`config.mk`:
```
export PLATFORM = sky130hd
export DESIGN_NAME = sbrg_top
export DESIGN_NICKNAME = d
export VERILOG_FILES = /design/src/shared/sbrg_pkg.sv /design/src/shared/sbrg_link_if.sv /design/src/hw/sbrg_timer.sv /design/src/hw/sbrg_sampler.sv /design/src/hw/sbrg_top.sv
export VERILOG_INCLUDE_DIRS = /design/src /design/src/shared
export SDC_FILE = /design/constraint.sdc
export NUM_CORES = 1
export LEC_CHECK = 0
export BUFFER_PORTS_ARGS = -buffer_cell sky130_fd_sc_hd__buf_2
export CAP_MARGIN = 15
export CORE_UTILIZATION = 45
export CTS_CLUSTER_SIZE = 10
export DETAILED_ROUTE_END_ITERATION = 7
export HOLD_SLACK_MARGIN = 0.02
export PLACE_DENSITY = 0.67
export SYNTH_ARGS = -nofsm -noshare
export SYNTH_HDL_FRONTEND = slang
export SYNTH_SLANG_ARGS = --single-unit
export TNS_END_PERCENT = 100
```
`constraint.sdc`:
```
create_clock -name clk -period 1.9 [get_ports clk]
set_input_delay 0 -clock clk [delete_from_list [all_inputs] [get_ports clk]]
set_output_delay 0 -clock clk [all_outputs]
set_load 0.05 [all_outputs]
```
`src/shared/sbrg_params.svh`:
```
// Register map, field positions, reset values and prescale figures of the baud generator
`ifndef SBRG_PARAMS_SVH
`define SBRG_PARAMS_SVH

// ==================================================
// Register offsets
`define SBRG_ADDR_RX_CTRL       8'h18
`define SBRG_ADDR_TX_CTRL       8'h98
`define SBRG_ADDR_DIVISOR       8'h99

// ==================================================
// Reset values
`define SBRG_TX_CTRL_RESET      8'h02
`define SBRG_RX_CTRL_RESET      8'h00
`define SBRG_DIVISOR_RESET      8'h00

// ==================================================
// Field positions and writable masks
`define SBRG_BIT_MASTER         7
`define SBRG_BIT_SYNC           4
`define SBRG_BIT_HIGH_SPEED     2
`define SBRG_BIT_SHIFT_EMPTY    1
`define SBRG_TX_WR_MASK         8'hf5
`define SBRG_RX_WR_MASK         8'hf0

// ==================================================
// Final prescale per mode
`define SBRG_PRE_ASYNC_LOW      7'h40
`define SBRG_PRE_ASYNC_HIGH     7'h10
`define SBRG_PRE_SYNC           7'h04

`endif

```
`src/shared/sbrg_pkg.sv`:
```
// Types shared by the baud generator modules
package sbrg_pkg;

    // ==================================================
    // Operating modes
    typedef enum logic [1:0] {
        SBRG_ASYNC_LOW,
        SBRG_ASYNC_HIGH,
        SBRG_SYNC
    } sbrg_mode_t;

    // ==================================================
    // Module state records
    typedef struct packed {
        logic [7:0] tx_ctrl;
        logic [7:0] rx_ctrl;
        logic       shift_empty;
        logic [2:0] rx_stat;
        logic [7:0] divisor;
        logic       restart;
        logic [6:0] prescale;
        logic       bit_tick;
        logic [7:0] rdata;
    } sbrg_top_state_t;

    typedef struct packed {
        logic [7:0] count;
        logic       tick;
    } sbrg_timer_state_t;

    typedef struct packed {
        logic       meta;
        logic       sync;
        logic [2:0] samples;
        logic       level;
    } sbrg_samp_state_t;

endpackage

```
`src/shared/sbrg_link_if.sv`:
```
// Signals between the baud generator top and its timer and sampler
`timescale 1ns/1ps
interface sbrg_link_if;
    logic [7:0] divisor;
    logic       restart;
    logic       tick;
    logic       rx_pin;
    logic       sample_en;
    logic       rx_level;

    modport top     (output divisor, output restart, output rx_pin, output sample_en,
                     input tick, input rx_level);
    modport timer   (input divisor, input restart, output tick);
    modport sampler (input rx_pin, input sample_en, output rx_level);
endinterface

```
`src/hw/sbrg_timer.sv`:
```
// Free-running 8-bit reload timer of the baud generator
`timescale 1ns/1ps
module sbrg_timer (
    // Clock and reset
    input  wire logic clk,
    input  wire logic rst,
    // Link to top
    sbrg_link_if.timer link
);
    import sbrg_pkg::*;

    sbrg_timer_state_t st;
    sbrg_timer_state_t next_st;

    // ==================================================
    // Count down, reload on zero or on restart
    always_comb begin
        next_st      = st;
        next_st.tick = 1'b0;
        if (link.restart) begin
            next_st.count = link.divisor;
        end else if (st.count == 8'h00) begin
            next_st.count = link.divisor;
            next_st.tick  = 1'b1;
        end else begin
            next_st.count = st.count - 8'h01;
        end
    end

    always_ff @(posedge clk or posedge rst) begin
        if (rst) begin
            st <= '0;
        end else begin
            st <= next_st;
        end
    end

    assign link.tick = st.tick;

    // ==================================================
    // Checks
    logic [8:0] gap;
    logic       gap_clean;
    always_ff @(posedge clk or posedge rst) begin
        if (rst) begin
            gap       <= 9'h000;
            gap_clean <= 1'b0;
        end else begin
            gap       <= st.tick ? 9'h000 : gap + 9'h001;
            gap_clean <= link.restart ? 1'b0 : (st.tick ? 1'b1 : gap_clean);
        end
    end
endmodule

```
`src/hw/sbrg_sampler.sv`:
```
// Receive pin synchroniser with three-sample majority vote
`timescale 1ns/1ps
module sbrg_sampler (
    // Clock and reset
    input  wire logic clk,
    input  wire logic rst,
    // Link to top
    sbrg_link_if.sampler link
);
    import sbrg_pkg::*;

    sbrg_samp_state_t st;
    sbrg_samp_state_t next_st;

    function automatic logic vote(input logic [2:0] s);
        vote = (s[0] & s[1]) | (s[0] & s[2]) | (s[1] & s[2]);
    endfunction

    // ==================================================
    // Two-stage synchroniser, then vote on each sample strobe
    always_comb begin
        next_st      = st;
        next_st.meta = link.rx_pin;
        next_st.sync = st.meta;
        if (link.sample_en) begin
            next_st.samples = {st.samples[1:0], st.sync};
            next_st.level   = vote({st.samples[1:0], st.sync});
        end
    end

    always_ff @(posedge clk or posedge rst) begin
        if (rst) begin
            st <= '{meta: 1'b1, sync: 1'b1, samples: 3'h7, level: 1'b1};
        end else begin
            st <= next_st;
        end
    end

    assign link.rx_level = st.level;
endmodule

```
`src/hw/sbrg_top.sv`:
```
// Baud rate generator top: register port, reload timer, final prescale and receive sampler
//
// Contract
// - One dedicated 8-bit generator serves both asynchronous and synchronous modes.
// - The timer period is set by the software-written divisor register.
// - In asynchronous mode the high-speed select bit also sets the rate.
// - In synchronous mode the high-speed select bit is ignored.
// - The rate equations hold only for a master using its internal clock.
// - Asynchronous low speed gives oscillator over 64 times divisor plus one.
// - Asynchronous high speed gives oscillator over 16 times divisor plus one.
// - Synchronous mode gives oscillator over 4 times divisor plus one.
// - The divisor is an unsigned value from 0 to 255.
// - Any write to the divisor reloads the timer and clears the prescale so the new rate starts at once.
// - The receive pin is sampled three times and the majority gives its level.
// - In asynchronous mode the timer tick runs at 16 or 64 times the bit rate.
// - Clearing the synchronous mode bit selects asynchronous operation.
//
// The implementer's own choice: the strobed register port.
`timescale 1ns/1ps
`include "sbrg_params.svh"
module sbrg_top (
    // Clock and reset
    input  wire  logic       clk,
    input  wire  logic       rst,
    // Register port
    input  wire  logic [7:0] addr,
    input  wire  logic [7:0] wdata,
    input  wire  logic       wr,
    input  wire  logic       rd,
    output logic       [7:0] rdata,
    // Receive pin
    input  wire  logic       receive_data_pin,
    output logic             rx_level,
    // Status from shift logic
    input  wire  logic       shift_empty,
    input  wire  logic [2:0] rx_status,
    // Ticks and controls to shift logic
    output logic             oversample_tick,
    output logic             bit_tick,
    output logic       [7:0] tx_control,
    output logic       [7:0] rx_control
);
    import sbrg_pkg::*;

    // ==================================================
    // Decoders
    function automatic sbrg_mode_t mode_of(input logic [7:0] ctrl);
        if (ctrl[`SBRG_BIT_SYNC]) begin
            mode_of = SBRG_SYNC;
        end else if (ctrl[`SBRG_BIT_HIGH_SPEED]) begin
            mode_of = SBRG_ASYNC_HIGH;
        end else begin
            mode_of = SBRG_ASYNC_LOW;
        end
    endfunction

    function automatic logic [6:0] modulus_of(input sbrg_mode_t m);
        unique case (m)
            SBRG_ASYNC_LOW: begin
                modulus_of = `SBRG_PRE_ASYNC_LOW;
            end
            SBRG_ASYNC_HIGH: begin
                modulus_of = `SBRG_PRE_ASYNC_HIGH;
            end
            SBRG_SYNC: begin
                modulus_of = `SBRG_PRE_SYNC;
            end
            default: begin
                modulus_of = `SBRG_PRE_ASYNC_LOW;
            end
        endcase
    endfunction

    function automatic logic internal_clock(input logic [7:0] ctrl);
        internal_clock = !ctrl[`SBRG_BIT_SYNC] || ctrl[`SBRG_BIT_MASTER];
    endfunction

    // ==================================================
    // State and submodules
    sbrg_top_state_t st;
    sbrg_top_state_t next_st;
    sbrg_link_if     link ();

    sbrg_timer u_timer (
        .clk  (clk),
        .rst  (rst),
        .link (link.timer)
    );

    sbrg_sampler u_sampler (
        .clk  (clk),
        .rst  (rst),
        .link (link.sampler)
    );

    assign link.divisor   = st.divisor;
    assign link.restart   = st.restart;
    assign link.rx_pin    = receive_data_pin;
    assign link.sample_en = link.tick;

    // ==================================================
    // Register access and prescale
    logic       wr_tx;
    logic       wr_rx;
    logic       wr_div;
    sbrg_mode_t mode;
    logic [6:0] modulus;

    assign wr_tx   = wr && (addr == `SBRG_ADDR_TX_CTRL);
    assign wr_rx   = wr && (addr == `SBRG_ADDR_RX_CTRL);
    assign wr_div  = wr && (addr == `SBRG_ADDR_DIVISOR);
    assign mode    = mode_of(st.tx_ctrl);
    assign modulus = modulus_of(mode);

    always_comb begin
        next_st             = st;
        next_st.restart     = wr_div;
        next_st.bit_tick    = 1'b0;
        next_st.rdata       = 8'h00;
        next_st.shift_empty = shift_empty;
        next_st.rx_stat     = rx_status;
        if (wr_tx) begin
            next_st.tx_ctrl = wdata & `SBRG_TX_WR_MASK;
        end
        if (wr_rx) begin
            next_st.rx_ctrl = wdata & `SBRG_RX_WR_MASK;
        end
        if (wr_div) begin
            next_st.divisor = wdata;
        end
        if (wr_div || st.restart) begin
            next_st.prescale = 7'h00;
        end else if (link.tick) begin
            if (st.prescale + 7'h01 >= modulus) begin
                next_st.prescale = 7'h00;
                next_st.bit_tick = internal_clock(st.tx_ctrl);
            end else begin
                next_st.prescale = st.prescale + 7'h01;
            end
        end
        if (rd) begin
            unique case (addr)
                `SBRG_ADDR_TX_CTRL: begin
                    next_st.rdata = {st.tx_ctrl[7:2], st.shift_empty, st.tx_ctrl[0]};
                end
                `SBRG_ADDR_RX_CTRL: begin
                    next_st.rdata = {st.rx_ctrl[7:4], 1'b0, st.rx_stat};
                end
                `SBRG_ADDR_DIVISOR: begin
                    next_st.rdata = st.divisor;
                end
                default: begin
                    next_st.rdata = 8'h00;
                end
            endcase
        end
    end

    always_ff @(posedge clk or posedge rst) begin
        if (rst) begin
            st <= '{tx_ctrl:     `SBRG_TX_CTRL_RESET & `SBRG_TX_WR_MASK,
                    rx_ctrl:     `SBRG_RX_CTRL_RESET,
                    shift_empty: 1'b1,
                    rx_stat:     3'h0,
                    divisor:     `SBRG_DIVISOR_RESET,
                    restart:     1'b0,
                    prescale:    7'h00,
                    bit_tick:    1'b0,
                    rdata:       8'h00};
        end else begin
            st <= next_st;
        end
    end

    // ==================================================
    // Outputs
    assign rdata           = st.rdata;
    assign rx_level        = link.rx_level;
    assign oversample_tick = link.tick;
    assign bit_tick        = st.bit_tick;
    assign tx_control      = st.tx_ctrl;
    assign rx_control      = st.rx_ctrl;

    // ==================================================
    // Check helpers
    logic [7:0] ticks_seen;
    logic       rate_clean;
    logic [8:0] cyc_since;
    logic       since_valid;

    always_ff @(posedge clk or posedge rst) begin
        if (rst) begin
            ticks_seen  <= 8'h00;
            rate_clean  <= 1'b0;
            cyc_since   <= 9'h000;
            since_valid <= 1'b0;
        end else begin
            if (st.restart) begin
                since_valid <= 1'b0;
            end else if (link.tick) begin
                since_valid <= 1'b1;
            end
            if (st.bit_tick) begin
                ticks_seen <= {7'h00, link.tick};
            end else begin
                ticks_seen <= ticks_seen + {7'h00, link.tick};
            end
            if (wr_tx || wr_div || st.restart) begin
                rate_clean <= 1'b0;
            end else if (st.bit_tick) begin
                rate_clean <= 1'b1;
            end
            cyc_since <= link.tick ? 9'h000 : cyc_since + 9'h001;
        end
    end
endmodule

```
=== Word level (Yosys, flattened, before mapping) ===
Index checks and enable logic that the tools add are counted.

* Flip-flop bits (word level): 53
* Bits of input ports: 25
* Output and inout port bits: 27
* Word-level logic and storage cells: 50

* Add/subtract/negate cells: 2
* Order comparisons: 1
* Equal/unequal tests: 5
* Multiplexer cells: 14
* Bitwise gates (word level): 5
* Reduce and logical (&&, ||, !) cells: 8

{| class="wikitable"
|+ Operator list
! kind !! number
|-
| $mux W8 || 4
|-
| $pmux W8 S3 || 1
|-
| $eq A8 B8 Y1 const B || 2
|-
| $mux W7 || 2
|-
| $pmux W7 S2 || 1
|-
| $eq A8 B5 Y1 const B || 1
|-
| $logic_not A8 Y1 || 1
|-
| $sub A8 B1 Y8 const B || 1
|-
| $add A7 B1 Y7 const B || 1
|-
| $ge A7 B7 Y1 || 1
|-
| $mux W1 || 5
|-
| $and A1 B1 Y1 || 3
|-
| $logic_and A1 B1 Y1 || 3
|-
| $eq A2 B1 Y1 const B || 1
|-
| $eq A2 B2 Y1 const B || 1
|-
| $logic_or A1 B1 Y1 || 2
|-
| $mux W2 || 1
|-
| $or A1 B1 Y1 || 2
|-
| $reduce_bool A2 Y1 || 1
|-
| $logic_not A1 Y1 || 1
|}

=== Longest topological paths before layout ===
* Word-level depth: 8
* Gate-level depth with buffers: 10
* Depth with buffers taken out: 10

=== Hierarchy ===
Synthesis repeated with hierarchy kept, for this count alone.

* Cells, all modules: 236
* Area, all modules: 2646.3 um2

{| class="wikitable"
|+ Modules (own cells, without submodules)
! module !! instances !! cells each !! area each (um2) !! seq. area each (um2)
|-
| sbrg_top || 1 || 173 || 1946.9 || 977.2
|-
| sbrg_timer || 1 || 51 || 521.8 || 225.2
|-
| sbrg_sampler || 1 || 12 || 177.7 || 131.4
|}

=== Worst setup path before layout ===
OpenSTA, ideal clock, no wires.

* Path kind: reg-to-reg
* Start: reg st[9] (netlist name)
* End: reg st[10] (netlist name)
* Setup time: 0.122 ns
* Arrival time: 1.957 ns
* Data required time: 1.778 ns
* Slack: -0.178 ns
* Stages on the path, launching flop included: 11
* Buffers on the path: 0
* Clock period less this slack: 2.078 ns
* Cells stage by stage: dfrtp_1 -> ha_1 -> nand3_1 -> nor2_1 -> xor2_1 -> ha_1 -> nand2_1 -> nand2_1 -> o21ai_0 -> and2_1 -> a32o_1

* Longest elaborated chain between the ends: 5

{| class="wikitable"
|+ RTL lines
! item !! line !! RTL
|-
| start, declared || sbrg_top.sv:80 || <nowiki>sbrg_top_state_t st;</nowiki>
|-
| start signal, assigned || sbrg_top.sv:161 || <nowiki>st <= '{tx_ctrl: `SBRG_TX_CTRL_RESET & `SBRG_TX_WR_MASK,</nowiki>
|-
| start signal, assigned || sbrg_top.sv:171 || <nowiki>st <= next_st;</nowiki>
|-
| $add A7 B1 Y7 * || sbrg_top.sv:134, sbrg_top.sv:138 ||
|-
| $ge A7 B7 Y1 || sbrg_top.sv:134 || <nowiki>if (st.prescale + 7'h01 >= modulus) begin</nowiki>
|-
| $mux W7 * || sbrg_top.sv:134 ||
|-
| $mux W8 * || sbrg_top.sv:133 || <nowiki>end else if (link.tick) begin</nowiki>
|-
| $mux W7 * || sbrg_top.sv:131 || <nowiki>if (wr_div || st.restart) begin</nowiki>
|}

Every way passes the cells marked *; elsewhere a longest branch is shown, timed or not. The select of a mux whose other input is x is not followed.
A chain may end at the register's enable or synchronous reset.

=== Worst setup path in the final report ===
* Start: reg st[9] (netlist name)
* End: reg st[13] (netlist name)

The elaborated chain is that of the path after synthesis.

==> results_dict.tcl <==
set metrics [dict create \
    pin_count 52 \
    synth-seq-area-share_pct 51.7 \
    synth-async-reset-ratio_pct 100 \
    crit_buf_inv 1 \
    grt-ovfl-total 0 \
    hold_path_depth 4 \
    place_ws_ns -0.0815 \
    regArea_sq_um 1330 \
    hpwl_microns 3680 \
    netlist_area_sq_um 2580 \
    min_to "link.restart$_DFF_PP0_" \
    cts_max_level 2 \
    clk-insertion-delay-late_ns 0.30 \
    syn_inst 232 \
    reg2reg_from "st[9]$_DFFE_PP0P_" \
    multi_input_area_sq_um 1110 \
    cts-root-buf "clkbuf_8" \
    die_h_microns 77.7 \
    wl_microns 5020 \
    rows 27 \
    start_util_pct 46.8 \
    maxSlewViolCount 0 \
    layout-drive-gt1-share_pct 39.8 \
    cts-buffers-inserted 5 \
    dp.cells 344 \
    synth-edff-count 0 \
    cts_tree "done" \
    grt_max_degree 31 \
    core_area_sq_um 5510 \
    n_fill_cell 466 \
    critical_path_class "reg -> reg" \
    avgSynthCellArea_sq_um 11.1 \
    synth-simple-area-share_pct 14.1 \
    tightest_slew_ns 0.834 \
    viasPerCell 4.92 \
    synth-compound-area-share_pct 6.21 \
    antenna_found_initial 0 \
    cp_slowest_cell "dfrtp_1" \
    dpl-instance-area_sq_um 2900 \
    cts_setup_buffers 0 \
    peakVddDrop_mv 0.558 \
    nets 324 \
    hold_class "in -> reg" \
    drt-wirelength-per-cell_microns 13.7 \
    required_ns 2.13 \
    synthDistinctLibCells 38 \
    ant_nets 0 \
    netlist.area_leader.share_pct 45.6 \
    antennaDiodeCount 0 \
    hold_violations 0 \
    violations "negative setup slack" \
    synthXorXnorAreaFrac_pct 3.06 \
    ys_top_cells_by_area "dfrtp_1 (46%), mux2_2 (9.6%), buf_4 (7.0%)" \
    leakagePower_uw 0.00153 \
    final_area_sq_um 3170 \
    dr.pass1.iters 4 \
    rsz0062_at_grt "true" \
    maxCapViolations 0 \
    start_kind "register" \
    synth_seq_cells 53 \
    r2r_cells 9 \
    synthFlopType "dfrtp_1" \
    synthTopCellsByCount "dfrtp_1 (47), buf_4 (24), nor2_1 (23)" \
    via_count 1800 \
    synth_top_family_by_area "simple AND/OR/NAND/NOR gates" \
    rrSetupSlack_ns -0.03 \
    synthMuxAreaShare_pct 12.7 \
    cp_cell_sequence "ha_4 > buf_4 > xnor2_1 > ha_1 > nand2_1 > o2111ai_2 > o21ai_2 > and2_4 > a32o_1" \
    path_delay_family "compound AO/OA/AOI/OAI gates" \
    clk_path_buf_depth 2 \
    final_cells 366 \
    clkSinkCount 53 \
    grt_pass1_vias 1736 \
    numPortBuffers 45 \
    die_w_microns 77.7 \
    max_slew_margin_pct 44.0 \
    gp_congestion 0.884 \
    period_share_pct 102 \
    grt_pass1_wl_microns 8200 \
    hp-start "addr[4]" \
    slowest_delay_ns 0.42 \
    synthAdderAreaFrac_pct 3.30 \
    r2r-end "st[13]$_DFFE_PP0P_" \
    fmax_ghz 0.519 \
    postLayoutSetupSlackWorst_ns -0.0286 \
    setup_viol 3 \
    total_power_uw 3010 \
    power.density_nw_per_um2 951 \
    syn_to_final_growth_pct 22.8 \
    initialDrtViolationCount 97 \
    crit_fanout 4 \
    drcViolationCount 0 \
    yosysTopAreaCell "dfrtp_1" \
    die_area_sq_um 6040 \
    skew_ns 0.00545 \
    status "finished with violations" \
    ys.warnings.count 0 \
    yosysMostFrequentCell "dfrtp_1" \
    clkSlewWorstSetupHoldPaths_ns 0.09 \
    cp-end-kind "register" \
    grt_usage_pct 17.7 \
    period_minus_slack_ns 1.93 \
    crit_arrival_ns 2.16 \
]
## cell type report
cell class / instances / share of cell area, %
Inverter: 6 / 0.711
Tap cell: 72 / 2.84
Multi-Input combinational cell: 148 / 35.0
Sequential cell: 53 / 42.1
Timing Repair Buffer: 79 / 16.8
Clock inverter: 2 / 0.316
Clock buffer: 6 / 2.29
## registers in the layout (all words and copies together) (netlist names), 3 cells and up
register      count
link.divisor      8
rx_control        4
u_sampler.st      3
tx_control        6
rdata             8
u_timer.st        8
st               11
## tightest hold or removal path, stage by stage
cell and delay (ns):
buf_2 0.10, nand3b_1 0.07, nor3b_1 0.05, buf_4 0.18
## cells by family after synthesis
group           Yosys count
simple gates             70
flops                    53
buf+inv                  36
mux                      30
compound gates           26
xor+xnor                  9
fa+ha+maj                 7
other cells               1
## metrics by stage
| step | TNS (ns) | utilization, % | hold slack (ns) |
|---|---|---|---|
| finish | -0.0576 | 57.5 | 0.156 |
| global route | -0.656 | 57.5 | 0.163 |
| CTS | -0.178 | 56.8 | 0.147 |
| detailed placement | -0.319 | 52.7 | 0.0773 |
| global placement | -0.0273 | 52.7 | 0.0685 |
| floorplan | -0.00755 | - | 0.00448 |
## power breakdown
group / switching, uW / total [uW] / internal [uW]
logic: 477 / 905 / 429
clock network: 348 / 605 / 256
registers: 158 / 1500 / 1340
## cell usage in the layout (no fill, tap or decap), types with 2 or more instances in the layout
| cell type | count |
|---|---|
| dfrtp_1 | 47 |
| buf_2 | 45 |
| mux2_2 | 22 |
| nor2_1 | 22 |
| nand2_1 | 19 |
| buf_4 | 18 |
| dlygate4sd3_1 | 15 |
| o21ai_0 | 8 |
| mux2i_1 | 8 |
| a21oi_1 | 7 |
| conb_1 | 6 |
| dfstp_2 | 6 |
| nand3_1 | 5 |
| xnor2_1 | 5 |
| clkbuf_8 | 5 |
| inv_1 | 4 |
| ha_1 | 4 |
| nor3_1 | 3 |
| a32o_1 | 3 |
| nand2b_1 | 3 |
| xor2_1 | 3 |
| nor3b_2 | 2 |
| and2_1 | 2 |
| inv_2 | 2 |
| nor4_1 | 2 |
| o21ai_1 | 2 |
| ha_4 | 2 |
| clkinv_2 | 2 |
## layer usage
layer	part of all wire, %	global-route usage [%]
met1	49	25.0
met2	46	27.3
met3	3.7	3.88
met4	0.84	5.47
met5	0	0
## worst max path at each step
| stage | from | slack (ns) | depth (start not counted) | to |
|---|---|---|---|---|
| finish | st[9]$_DFFE_PP0P_ | -0.03 | 9 | st[13]$_DFFE_PP0P_ |
| CTS | st[9]$_DFFE_PP0P_ | -0.06 | 10 | st[13]$_DFFE_PP0P_ |
| floorplan | st[9]$_DFFE_PP0P_ | -0.008 | 10 | st[10]$_DFFE_PP0P_ |
| global route | st[10]$_DFFE_PP0P_ | -0.13 | 10 | st[13]$_DFFE_PP0P_ |
| detailed placement | st[9]$_DFFE_PP0P_ | -0.08 | 9 | st[9]$_DFFE_PP0P_ |
| global placement | st[10]$_DFFE_PP0P_ | -0.02 | 10 | st[10]$_DFFE_PP0P_ |
## timing repair
| item | CTS | global route |
|---|---|---|
| setup endpoints to repair | 6 | 7 |
| hold buffers | 15 | 0 |
| pin swaps | 6 | 9 |
| hold endpoints to repair | 47 | 0 |
| gates cloned | 0 | 0 |
| resized for setup | 1 | 7 |
No activity file was read; power rests on OpenSTA's default activity.
